`src/tbt_defs.vh`:
```
// Register offsets, alias codes, field positions, write masks and reset values
`ifndef TBT_DEFS_VH
`define TBT_DEFS_VH

`define TBT_CON_EVEN     12'h000
`define TBT_CNT_EVEN     12'h010
`define TBT_PER_EVEN     12'h020
`define TBT_CON_ODD      12'h040
`define TBT_CNT_ODD      12'h050
`define TBT_PER_ODD      12'h060
`define TBT_IRQ_STAT     12'h080
`define TBT_IRQ_MASK     12'h090
`define TBT_ALIAS_CLR    2'h1
`define TBT_ALIAS_SET    2'h2
`define TBT_ALIAS_INV    2'h3
`define TBT_BIT_ON       15
`define TBT_BIT_IDLE_STOP     13
`define TBT_BIT_GATE     7
`define TBT_PS_HI        6
`define TBT_PS_LO        4
`define TBT_BIT_PAIR     3
`define TBT_BIT_CSRC     1
`define TBT_CON_WMASK_E  32'h0000a0fa
`define TBT_CON_WMASK_O  32'h0000a0f2
`define TBT_CON_RST      32'h00000000
`define TBT_CNT_RST      16'h0000
`define TBT_PER_RST      16'hffff

`endif

```
`src/tbt_prescale.v`:
```
// Prescaler producing one-cycle count ticks from a base tick stream
`timescale 1ns/10ps
`default_nettype none

module tbt_prescale (
	input  wire       pclk,     // Peripheral clock
	input  wire       presetn,  // Async reset, active low
	input  wire       ce,       // Clock enable
	input  wire       clr,      // Restart the divider
	input  wire       tick_in,  // Base tick
	input  wire [2:0] sel,      // Division code
	output reg        tick_out  // Prescaled tick
);

	reg  [7:0] div_r;    // Base tick counter
	wire [7:0] last;     // Terminal count

	// Divide by 1,2,4,8,16,32,64,256
	function [7:0] div_last;
		input [2:0] s;
		begin
			case (s)
			3'h7:    div_last = 8'hff;
			default: div_last = (8'h01 << s) - 8'h01;
			endcase
		end
	endfunction

	assign last = div_last(sel);

	// Counter wraps at the terminal count and emits a tick
	always @(posedge pclk or negedge presetn) begin
		if (!presetn) begin
			div_r    <= 8'h00;
			tick_out <= 1'b0;
		end else if (ce) begin
			tick_out <= 1'b0;
			if (clr) begin
				div_r <= 8'h00;
			end else if (tick_in) begin
				if (div_r >= last) begin
					div_r    <= 8'h00;
					tick_out <= 1'b1;
				end else begin
					div_r <= div_r + 8'h01;
				end
			end
		end
	end

endmodule

`default_nettype wire

```
`src/tbt_timer.v`:
```
// Type B timer pair with control registers, APB slave and interrupt
`timescale 1ns/10ps
`default_nettype none
`include "tbt_defs.vh"

// Register map, one aligned 32-bit word per register:
//   even control 0x000, even count 0x010, even period 0x020
//   odd control 0x040, odd count 0x050, odd period 0x060
//   status 0x080, interrupt mask 0x090
// Each word but the status also answers at +0x4 (clear), +0x8 (set), +0xc (invert),
// acting only on the bits written as one; status clears its one bits at every alias.
//
// Bus timing: a setup cycle is answered in the very next cycle with
// pready high for one cycle; a write lands at the edge that ends the
// access cycle, read data are captured from the setup cycle.
// Unmapped words answer with pslverr, ignore writes and read zero.
//
// Counting: the base tick is every peripheral clock, or a rising edge
// of the count clock pin seen by pclk. The prescaler divides it and
// restarts whenever its timer stops, so a run starts on a fresh period.
// A counter equal to its period wraps to zero at the next count and
// raises its status bit; counting continues after the wrap.
//
// Gated mode counts only while the gate pin is high and raises the
// status bit when the gate falls; the external clock disables it.
//
// Pair mode joins the odd counter above the even one. All controls
// then come from the even register, except that the odd idle stop
// still halts the pair in Idle; software must clear it there.
//
// Status bits are sticky and cleared by writing ones; an event in the
// same cycle wins. irq is registered from the masked status.
//
// Hazards: the pins are taken as synchronous, with no synchroniser;
// a low clock enable freezes the bus answer as well as the timers.

module tbt_timer #(
	parameter CW = 16          // Width of one counter
) (
	input  wire        pclk,      // Peripheral clock
	input  wire        presetn,   // Async reset, active low
	input  wire        ce,        // Clock enable, freezes all state
	input  wire        psel,      // APB select
	input  wire        penable,   // APB enable
	input  wire        pwrite,    // APB write
	input  wire [11:0] paddr,     // APB byte address
	input  wire [31:0] pwdata,    // APB write data
	output reg  [31:0] prdata,    // APB read data
	output reg         pready,    // APB ready
	output reg         pslverr,   // APB error, unmapped address
	input  wire        idle_mode, // Device in Idle mode
	input  wire        ext_clk_e, // Even ext_count_clock_pin, synchronous
	input  wire        ext_clk_o, // Odd ext_count_clock_pin, synchronous
	input  wire        gate_e,    // Even gate input, synchronous
	input  wire        gate_o,    // Odd gate input, synchronous
	output reg         irq        // Level interrupt
);

	// Control and data registers
	reg  [31:0]   con_e_r;     // Even timer_control
	reg  [31:0]   con_o_r;     // Odd timer_control
	reg  [CW-1:0] cnt_e_r;     // Even counter
	reg  [CW-1:0] cnt_o_r;     // Odd counter
	reg  [CW-1:0] per_e_r;     // Even period
	reg  [CW-1:0] per_o_r;     // Odd period
	reg  [1:0]    stat_r;      // Sticky events, bit0 even, bit1 odd
	reg  [1:0]    mask_r;      // Interrupt mask
	reg           ext_e_d_r;   // Previous even ext pin
	reg           ext_o_d_r;   // Previous odd ext pin
	reg           gate_e_d_r;  // Previous even gate
	reg           gate_o_d_r;  // Previous odd gate

	// Effective controls
	wire          pair;        // 32-bit pair mode
	wire          run_e;       // Even timer counting allowed
	wire          run_o;       // Odd timer counting allowed
	wire          base_e;      // Even base tick
	wire          base_o;      // Odd base tick
	wire          ptick_e;     // Even prescaled tick
	wire          ptick_o;     // Odd prescaled tick
	wire          gmode_e;     // Even gated mode
	wire          gmode_o;     // Odd gated mode
	wire          inc_e;       // Even increment
	wire          inc_o;       // Odd increment
	wire          gfall_e;     // Even gate falling edge
	wire          gfall_o;     // Odd gate falling edge
	wire [2*CW-1:0] cnt32;     // Joined counter
	wire [2*CW-1:0] per32;     // Joined period

	// Bus decode
	wire          acc;         // Access phase
	wire          wr;          // Write taking effect
	wire [1:0]    alias_sel;   // Alias of the word
	wire [11:0]   base_addr;   // Address without alias bits
	reg           hit;         // Mapped address
	reg  [31:0]   rd_val;      // Read value

	// Write merge and event bookkeeping
	wire [31:0]   wr_data;     // Addressed word after the alias merge
	reg  [1:0]    ev_set;      // Events raised this cycle
	wire [1:0]    ev_clr;      // Status bits cleared by software
	wire [1:0]    stat_nxt;    // Status after clears and events

	// Merge a write through the alias selector
	function [31:0] alias_wr;
		input [31:0] old;
		input [31:0] wd;
		input [1:0]  a;
		begin
			case (a)
			`TBT_ALIAS_CLR: alias_wr = old & ~wd;
			`TBT_ALIAS_SET: alias_wr = old | wd;
			`TBT_ALIAS_INV: alias_wr = old ^ wd;
			default:        alias_wr = wd;
			endcase
		end
	endfunction

	// Control register read view, gate hidden under external clock
	function [31:0] con_view;
		input [31:0] c;
		begin
			con_view = c;
			if (c[`TBT_BIT_CSRC])
				con_view[`TBT_BIT_GATE] = 1'b0;
		end
	endfunction

	// Access phase, write strobe and alias split of the address
	assign acc       = psel & penable;
	assign wr        = acc & pwrite & ce & hit;
	assign alias_sel = paddr[3:2];
	assign base_addr = {paddr[11:4], 4'h0};
	// Count, period and mask words merge through the alias here;
	// the control words use their stored value so a hidden gate bit
	// survives a set, clear or invert write
	assign wr_data   = alias_wr(rd_val, pwdata, alias_sel);

	// Pair mode lives only in the even register
	assign pair = con_e_r[`TBT_BIT_PAIR];

	// Enable and idle stop; in pair mode the odd idle stop joins in,
	// since the even timer alone drives the joined counter
	assign run_e = con_e_r[`TBT_BIT_ON] &
		~(idle_mode & con_e_r[`TBT_BIT_IDLE_STOP]) &
		~(pair & idle_mode & con_o_r[`TBT_BIT_IDLE_STOP]);
	// In pair mode the odd timer follows the even one
	assign run_o = pair ? run_e
		: (con_o_r[`TBT_BIT_ON] &
		~(idle_mode & con_o_r[`TBT_BIT_IDLE_STOP]));

	// Clock source: external rising edge or every peripheral clock
	assign base_e = con_e_r[`TBT_BIT_CSRC] ? (ext_clk_e & ~ext_e_d_r)
		: 1'b1;
	assign base_o = con_o_r[`TBT_BIT_CSRC] ? (ext_clk_o & ~ext_o_d_r)
		: 1'b1;

	// Gated mode only with internal clock
	assign gmode_e = con_e_r[`TBT_BIT_GATE] &
		~con_e_r[`TBT_BIT_CSRC];
	assign gmode_o = con_o_r[`TBT_BIT_GATE] &
		~con_o_r[`TBT_BIT_CSRC];

	// Increment on a prescaled tick unless the gate holds it off
	assign inc_e = run_e & ptick_e & (~gmode_e | gate_e);
	assign inc_o = run_o & ptick_o & (~gmode_o | gate_o);
	// Gate release ends an accumulation and counts as an event
	assign gfall_e = gmode_e & run_e & gate_e_d_r & ~gate_e;
	assign gfall_o = gmode_o & run_o & gate_o_d_r & ~gate_o;

	// Joined count and period, odd half on top
	assign cnt32 = {cnt_o_r, cnt_e_r};
	assign per32 = {per_o_r, per_e_r};

	// Even prescaler, drives the pair in 32-bit mode
	tbt_prescale u_ps_e (
		.pclk     (pclk),
		.presetn  (presetn),
		.ce       (ce),
		.clr      (~run_e),
		.tick_in  (base_e & run_e),
		.sel      (con_e_r[`TBT_PS_HI:`TBT_PS_LO]),
		.tick_out (ptick_e)
	);

	// Odd prescaler, idle in 32-bit mode
	tbt_prescale u_ps_o (
		.pclk     (pclk),
		.presetn  (presetn),
		.ce       (ce),
		.clr      (~run_o | pair),
		.tick_in  (base_o & run_o),
		.sel      (con_o_r[`TBT_PS_HI:`TBT_PS_LO]),
		.tick_out (ptick_o)
	);

	// Address decode and read mux
	always @* begin
		hit    = 1'b1;
		rd_val = 32'h00000000;
		case (base_addr)
		`TBT_CON_EVEN: rd_val = con_view(con_e_r);
		`TBT_CON_ODD:  rd_val = con_view(con_o_r);
		`TBT_CNT_EVEN: rd_val = {{(32-CW){1'b0}}, cnt_e_r};
		`TBT_CNT_ODD:  rd_val = {{(32-CW){1'b0}}, cnt_o_r};
		`TBT_PER_EVEN: rd_val = {{(32-CW){1'b0}}, per_e_r};
		`TBT_PER_ODD:  rd_val = {{(32-CW){1'b0}}, per_o_r};
		`TBT_IRQ_STAT: rd_val = {30'h00000000, stat_r};
		`TBT_IRQ_MASK: rd_val = {30'h00000000, mask_r};
		default:       hit = 1'b0;
		endcase
	end

	// APB answer: ready in the access cycle, registered one cycle later
	always @(posedge pclk or negedge presetn) begin
		if (!presetn) begin
			pready  <= 1'b0;
			pslverr <= 1'b0;
			prdata  <= 32'h00000000;
		end else if (ce) begin
			// A setup cycle is answered in the access cycle that follows
			pready  <= psel & ~penable;
			pslverr <= psel & ~penable & ~hit;
			// Read data are taken from the setup cycle and then held
			if (psel & ~penable & ~pwrite)
				prdata <= rd_val;
		end
	end

	// Control, period and mask registers; control words keep writable bits only
	always @(posedge pclk or negedge presetn) begin
		if (!presetn) begin
			con_e_r <= `TBT_CON_RST;
			con_o_r <= `TBT_CON_RST;
			per_e_r <= `TBT_PER_RST;
			per_o_r <= `TBT_PER_RST;
			mask_r  <= 2'h0;
		end else if (ce && wr && pready) begin
			case (base_addr)
			`TBT_CON_EVEN: con_e_r <= alias_wr(con_e_r, pwdata,
				alias_sel) & `TBT_CON_WMASK_E;
			`TBT_CON_ODD:  con_o_r <= alias_wr(con_o_r, pwdata,
				alias_sel) & `TBT_CON_WMASK_O;
			`TBT_PER_EVEN: per_e_r <= wr_data[CW-1:0];
			`TBT_PER_ODD:  per_o_r <= wr_data[CW-1:0];
			`TBT_IRQ_MASK: mask_r  <= wr_data[1:0];
			default: ;
			endcase
		end
	end

	// Edge history of the pins
	always @(posedge pclk or negedge presetn) begin
		if (!presetn) begin
			ext_e_d_r  <= 1'b0;
			ext_o_d_r  <= 1'b0;
			gate_e_d_r <= 1'b0;
			gate_o_d_r <= 1'b0;
		end else if (ce) begin
			ext_e_d_r  <= ext_clk_e;
			ext_o_d_r  <= ext_clk_o;
			gate_e_d_r <= gate_e;
			gate_o_d_r <= gate_o;
		end
	end

	// Counters; software write wins over counting in the same cycle
	always @(posedge pclk or negedge presetn) begin
		if (!presetn) begin
			cnt_e_r <= `TBT_CNT_RST;
			cnt_o_r <= `TBT_CNT_RST;
		end else if (ce) begin
			// Pair mode: one joined count on the even controls
			if (pair) begin
				if (inc_e) begin
					if (cnt32 == per32)
						{cnt_o_r, cnt_e_r} <= {2*CW{1'b0}};
					else
						{cnt_o_r, cnt_e_r} <= cnt32 + 1'b1;
				end
			end else begin
				// Two independent 16-bit counters
				if (inc_e)
					cnt_e_r <= (cnt_e_r == per_e_r) ? {CW{1'b0}}
						: cnt_e_r + 1'b1;
				if (inc_o)
					cnt_o_r <= (cnt_o_r == per_o_r) ? {CW{1'b0}}
						: cnt_o_r + 1'b1;
			end
			// A software write lands after the count and so wins
			if (wr && pready && base_addr == `TBT_CNT_EVEN)
				cnt_e_r <= wr_data[CW-1:0];
			if (wr && pready && base_addr == `TBT_CNT_ODD)
				cnt_o_r <= wr_data[CW-1:0];
		end
	end

	// Events of this cycle: terminal count reached or gate released
	always @* begin
		ev_set = 2'h0;
		if (pair) begin
			// The pair reports on the even bit only
			ev_set[0] = (inc_e & (cnt32 == per32)) | gfall_e;
		end else begin
			ev_set[0] = (inc_e & (cnt_e_r == per_e_r)) | gfall_e;
			ev_set[1] = (inc_o & (cnt_o_r == per_o_r)) | gfall_o;
		end
	end

	// Software clears the status bits it writes as one
	assign ev_clr = (wr && pready && base_addr == `TBT_IRQ_STAT) ?
		pwdata[1:0] : 2'h0;

	// A new event wins over a write-one clear in the same cycle
	assign stat_nxt = (stat_r & ~ev_clr) | ev_set;

	// Sticky status and the level interrupt
	always @(posedge pclk or negedge presetn) begin
		if (!presetn) begin
			stat_r <= 2'h0;
			irq    <= 1'b0;
		end else if (ce) begin
			stat_r <= stat_nxt;
			irq    <= |(stat_nxt & mask_r);
		end
	end

endmodule

`default_nettype wire

```
`config.mk`:
```
export PLATFORM = sky130hd
export DESIGN_NAME = tbt_timer
export DESIGN_NICKNAME = d
export VERILOG_FILES = /design/src/tbt_prescale.v /design/src/tbt_timer.v
export VERILOG_INCLUDE_DIRS = /design/src
export SDC_FILE = /design/constraint.sdc
export NUM_CORES = 1
export LEC_CHECK = 0
export ABC_AREA = 1
export BUFFER_PORTS_ARGS = -buffer_cell sky130_fd_sc_hd__buf_4
export CAP_MARGIN = 10
export CORE_MARGIN = 4
export CORE_UTILIZATION = 40
export DETAILED_ROUTE_END_ITERATION = 10
export GPL_ROUTABILITY_DRIVEN = 0
export PLACE_DENSITY = 0.53
export SLEW_MARGIN = 10
export SYNTH_ARGS = -nofsm -noshare
export SYNTH_HDL_FRONTEND = slang
export SYNTH_SLANG_ARGS = --single-unit
```
`constraint.sdc`:
```
create_clock -name pclk -period 6.91 [get_ports pclk]
set_input_delay 0.691 -clock pclk [delete_from_list [all_inputs] [get_ports pclk]]
set_output_delay 0.691 -clock pclk [all_outputs]
set_load 0.1 [all_outputs]
```
# After elaboration in Yosys (flattened, before gate mapping)
# Index checks and enable logic that the tools add are counted.
# op_classes
addsub	7
order_cmp	2
n_eq_ne	17
shifts	2
n_mux	39
bitwise	68
n_reduce_logical	22
# op_table
cell	n
two-way mux 16 bit	12
case mux 16 bit (3 select lines)	3
case mux 16 bit (8 select lines)	1
two-way mux 8 bit	8
bitwise AND 16 bit	3
OR 16 bit	3
XOR 16 bit	3
bitwise AND 1 bit	33
adder 16 x 1 -> 16 bit, second input constant	2
adder 32 x 1 -> 32 bit, second input constant	1
== test 16 bit	2
== test 32 bit	1
== test 8 x 3 -> 1 bit, second input constant	3
AND reduction 2 bit	9
adder 8 x 1 -> 8 bit, second input constant	2
== test 8 x 4 -> 1 bit, second input constant	2
greater-or-equal comparator 8 bit	2
inverter 16 bit	1
<< shifter 1 x 3 -> 8 bit, first input constant	2
subtractor 8 x 1 -> 8 bit, second input constant	2
inverter 1 bit	15
two-way mux 1 bit	14
logical NOT 12 bit	1
== test 8 x 1 -> 1 bit, second input constant	1
17 further kinds	31
# word_totals
reg_bits	140
inputBits	55
out_inout_bits	35
word_cells	177

# Depth between registers and ports, before layout
# depth
word_depth	13
ltp_mapped	20

# Cells and area by module
# A second synthesis with hierarchy kept.
# hier_totals
cells_unflattened	1599
hier_area_um2	10557.6
# by_module_without_submodules
module	instances	cells_each	area_each_um2	seq_area_each_um2
tbt_timer	1	1367	8963.6	2692.6
tbt_prescale	2	116	797.0	225.2

# Worst setup path after synthesis
# No wires, ideal clock.
# synth_timing
path_type	input-to-reg
start	in paddr[10]
end	reg cnt_e_r[1]
setup_ps	116
arrival_time_ps	2715
path_slack_ps	4079
cell_stages	17
cell_sequence	inv_1 nand2_1 nor2_4 buf_6 nand2_4 buf_2 o21ai_0 nor3_1 ha_1 nand2_1 inv_1 nor4_1 inv_1 nand2_1 o21ai_0 nand2_1 nand2_1
# synth_between
elab_chain_len	8
# synth_lines
item	line	source
from (decl)	tbt_timer.v:46	input wire [11:0] paddr,
== test 8 x 1 -> 1 bit (tied with other cells)	tbt_timer.v:201	case (base_addr)
OR reduction 8 bit (no source line)	--	
two-way mux 1 bit	tbt_timer.v:201	
bitwise AND 1 bit	tbt_timer.v:131	assign wr = acc & pwrite & ce & hit;
logical AND 1 bit	tbt_timer.v:291	if (wr && pready && base_addr == `TBT_CNT_EVEN)
logical AND 1 bit (no source line)	--	
nonzero test 2 bit (no source line)	--	
AND reduction 2 bit (no source line)	--	
to (signal assigned)	tbt_timer.v:279	{cnt_o_r, cnt_e_r} <= cnt32 + 1'b1;
to (signal assigned)	tbt_timer.v:284	cnt_e_r <= (cnt_e_r == per_e_r) ? {CW{1'b0}}
to (signal assigned)	tbt_timer.v:292	cnt_e_r <= wr_data[CW-1:0];
to (decl)	tbt_timer.v:62	reg [CW-1:0] cnt_e_r;
# Several ways; a longest one is shown, not always the timed one.
# A chain may end at the register's enable or synchronous reset.

# Final worst setup path
# layout_timing
start	in paddr[8]
end	reg cnt_e_r[4]
# layout_rtl
item	line	source
== test 8 x 4 -> 1 bit (tied with other cells)	tbt_timer.v:201	
case mux 16 bit (8 select lines) *	tbt_timer.v:201	
named net rd_val[4]	tbt_timer.v:96	reg [31:0] rd_val;
XOR 16 bit (tied with other cells)	tbt_timer.v:113	`TBT_ALIAS_INV: alias_wr = old ^ wd;
case mux 16 bit (3 select lines) *	tbt_timer.v:110	case (a)
two-way mux 16 bit *	tbt_timer.v:291	
# The timed path passes the listed nets; every way through them passes the cells marked *.

==> results.py <==
metrics = {
    "outcome": {
        "status": "completed",
    },
    "power": {
        "pwr-share-comb_pct": 10.7,
        "power_density_nw_per_um2": 166,
        "p_int_w": 0.00141,
        "switchingPower_w": 0.000505,
        "ir_worst_vdd_mv": 0.152,
        "seqPwrFrac_pct": 38.7,
        "switching_share_pct": 26.4,
        "p_leak_nw": 6.01,
        "clkPwrFrac_pct": 50.6,
    },
    "global_routing": {
        "gr-total-overflow": 0,
        "first_global_vias": 9352,
        "grt_max_degree": 77,
        "grt_pass1_wl_mm": 53.0,
        "grt_antenna_before_repair": 0,
        "globalRouteTotalUtil_pct": 23.5,
    },
    "logic_synthesis": {
        "synth.largest_area_cell": "dfrtp_1",
        "synth_seq_area_share_pct": 30.3,
        "ys_async_sr_fraction_pct": 100,
        "synth-seq-cells": 124,
        "synth_top_area_share_pct": 22.2,
        "syn_area_per_cell_sq_um": 6.84,
        "ys_top_cells_by_area": "dfrtp_1, nand2_1, ha_1",
        "synth_flop_cell": "dfrtp_1",
        "synth_enable_flop_cells": 0,
        "syn_inst": 1516,
        "ys_types": 50,
        "ys.warnings.count": 0,
        "netlist_area_sq_um": 10400,
    },
    "clock_network": {
        "clk_pin_slew_ns": 0.06,
        "clk_latency_ns": 0.42,
        "post_cts_resized": 0,
        "root_buffer": "clkbuf_16",
        "cts.sink_count": 124,
        "cts_made_buffers": 17,
        "cts_tree": "done",
        "cts.htree.levels": 4,
        "cts_hold_repair.buffers": 0,
        "postCtsSetupBuffers": 0,
        "cts_buffer_depth": 2,
    },
    "worst_setup_path": {
        "r2r-start": "con_e_r[4]",
        "arrival_ns": 4.00,
        "reg2regPathDepth": 12,
        "r2r_slack_ns": 3.73,
        "reg2reg_to": "cnt_e_r[4]",
        "critPathLaunchType": "primary input",
        "cp.required_ns": 7.21,
        "end_kind": "flop",
        "cp_max_fo": 11,
        "worstSetupPathType": "in2reg",
    },
    "timing": {
        "setup_ws_ns": 3.21,
        "setup_tns_ns": 0,
        "fmax_mhz": 271,
        "fin_worst_skew_ns": 0.00844,
        "slew_headroom_pct": 24.3,
        "finalMaxSlewViolations": 0,
        "fin_crit_sh_pct": 53.5,
        "rsz0062_at_grt": "false",
        "whs_ns": 0.304,
        "finalSetupViolCount": 0,
        "finalHoldViolCount": 0,
        "fin_crit_ns": 3.70,
        "tightest_slew_ns": 1.12,
    },
    "cells_and_area": {
        "diodes": 0,
        "areaGrowthSynthToFinish_pct": 11.2,
        "fillers": 2654,
        "layout-drive-gt1-share_pct": 10.4,
        "fin_nets": 1685,
        "register_area_sq_um": 3140,
        "multi_input_area_sq_um": 6040,
    },
    "detailed_routing": {
        "wirelength_mm": 33.1,
        "drt_iter0_drc": 794,
        "post_drt_wl_per_cell_um": 17.6,
        "num_vias": 9867,
        "viasPerCell": 5.23,
        "drc": 0,
        "dr.pass1.iters": 5,
        "ant_nets": 0,
    },
    "floorplanning": {
        "die_w_um": 169,
        "io_pins": 90,
        "row_count": 58,
        "initial_utilization_pct": 40.9,
        "die_h_um": 169,
        "core_area_sq_um": 25300,
        "die_area_sq_um": 28600,
    },
    "placement": {
        "hpwl_mm": 25.4,
        "pre_cts_slack_ns": 2.73,
        "io_buffers": 55,
    },
    "run": {
        "maxCapViolCount": 0,
    },
    "min_path": {
        "hold_path.class": "in2async",
    },
}
[worst max-delay path, stage by stage]
cell and delay [ns]:
buf_4 0.11, inv_1 0.05, nand2_2 0.06, nor2_4 0.34, nand2_2 0.28, o22ai_1 0.35, nor3_1 0.09, o21ai_0 0.19
inv_1 0.16, ha_1 0.29, inv_1 0.05, nor2_1 0.04, nor4_1 0.95, nor2_1 0.12, nor2_1 0.15, a21oi_1 0.07
[flip-flops by register name (all words and copies together), names as in the netlist, 2 cells and up]
signal / flops
cnt_e_r: 16
u_ps_o.div_r: 8
mask_r: 2
stat_r: 2
con_e_r: 8
cnt_o_r: 16
per_e_r: 16
u_ps_e.div_r: 8
con_o_r: 7
prdata: 16
per_o_r: 16
[final cells by class]
type / count / area share, %
sequential: 124 / 27.3
multi-input combinational: 1118 / 52.4
tap: 330 / 3.58
clock buffer: 22 / 4.11
inverter: 223 / 7.31
timing repair buffer: 62 / 4.07
clock inverter: 8 / 1.22
[cells by family (layout without fill, tap and decap cells)]
group / after synthesis / in the layout / synth area share [%]
other cells: 1 / 16 / 0.0362
flops: 124 / 124 / 30.3
simple gates: 741 / 741 / 30.5
fa+ha+maj: 84 / 84 / 10.1
compound gates: 227 / 227 / 12.8
xor+xnor: 50 / 50 / 4.22
buf+inv: 289 / 315 / 11.9
[per-stage QoR]
step	util, %	power [W]	area [sq um]	std cells
6_report	45.5	0.00192	11500	1887
5_1_grt	45.5	0.00198	11500	1887
4_1_cts	45.5	0.00193	11500	1887
3_5_place_dp	43.1	0.000960	10900	1857
3_3_place_gp	43.1	0.000958	10900	1857
2_1_floorplan	-	0.000893	10400	1531
[synth_stat cells (29+ instances only)]
library cell,number
a21oi_1,29
dfrtp_1,92
dfstp_2,32
ha_1,84
inv_1,214
nand2_1,433
nand3_1,68
nand4_1,36
nor2_1,151
o21ai_0,107
o22ai_1,34
xor2_1,36
[power groups by stage]
stage	Combinational (W)	Sequential, W	Clock [W]
6_report	0.000205	0.000741	0.000969
5_1_grt	0.000225	0.000742	0.00101
4_1_cts	0.000207	0.000741	0.000983
3_5_place_dp	0.000206	0.000753	0
3_3_place_gp	0.000205	0.000753	0
2_1_floorplan	0.000123	0.000770	0
[worst max-delay path by stage]
stage          cells past startpoint  slack, ns  startpoint         end
6_report                          16       3.21    paddr[8]  cnt_e_r[4]
5_1_grt                           18       2.96   paddr[11]  cnt_e_r[1]
4_1_cts                           16       3.17    paddr[8]  cnt_e_r[4]
3_5_place_dp                      16       2.73    paddr[8]  cnt_e_r[4]
3_3_place_gp                      16       2.78    paddr[8]  per_o_r[4]
2_1_floorplan                     17       4.08   paddr[10]  cnt_e_r[1]
[routing by layer]
metal	share of wire (%)	up-vias	global-route usage [%]	wire, um
met3	5.6	36	2.71	1860
met4	2.1	0	6.51	703
met1	48	4634	34.5	16000
met5	0	-	0	0
li1	-	4899	-	-
met2	44	298	36.7	14600
[placed cells by master (no fill, tap or decap), types with 3 or more instances in the layout]
master	n
nor2_4	5
nand2_2	9
nand3b_1	4
clkinv_2	4
a21oi_1	29
nor2_1	150
o21a_1	6
dfrtp_1	92
nor3_1	15
o21ai_1	13
clkbuf_16	17
o22ai_1	34
xnor2_1	14
xor2_1	36
a221oi_1	3
buf_4	61
bufinv_16	4
nand3_1	68
nand4_1	36
o2111ai_1	21
clkbuf_8	3
a22o_1	3
dfstp_2	32
nor2_2	6
inv_1	214
ha_1	84
inv_2	7
nand2_1	433
o21ai_0	107
conb_1	16
nand2_4	5
(Power assumes the default switching activity.)
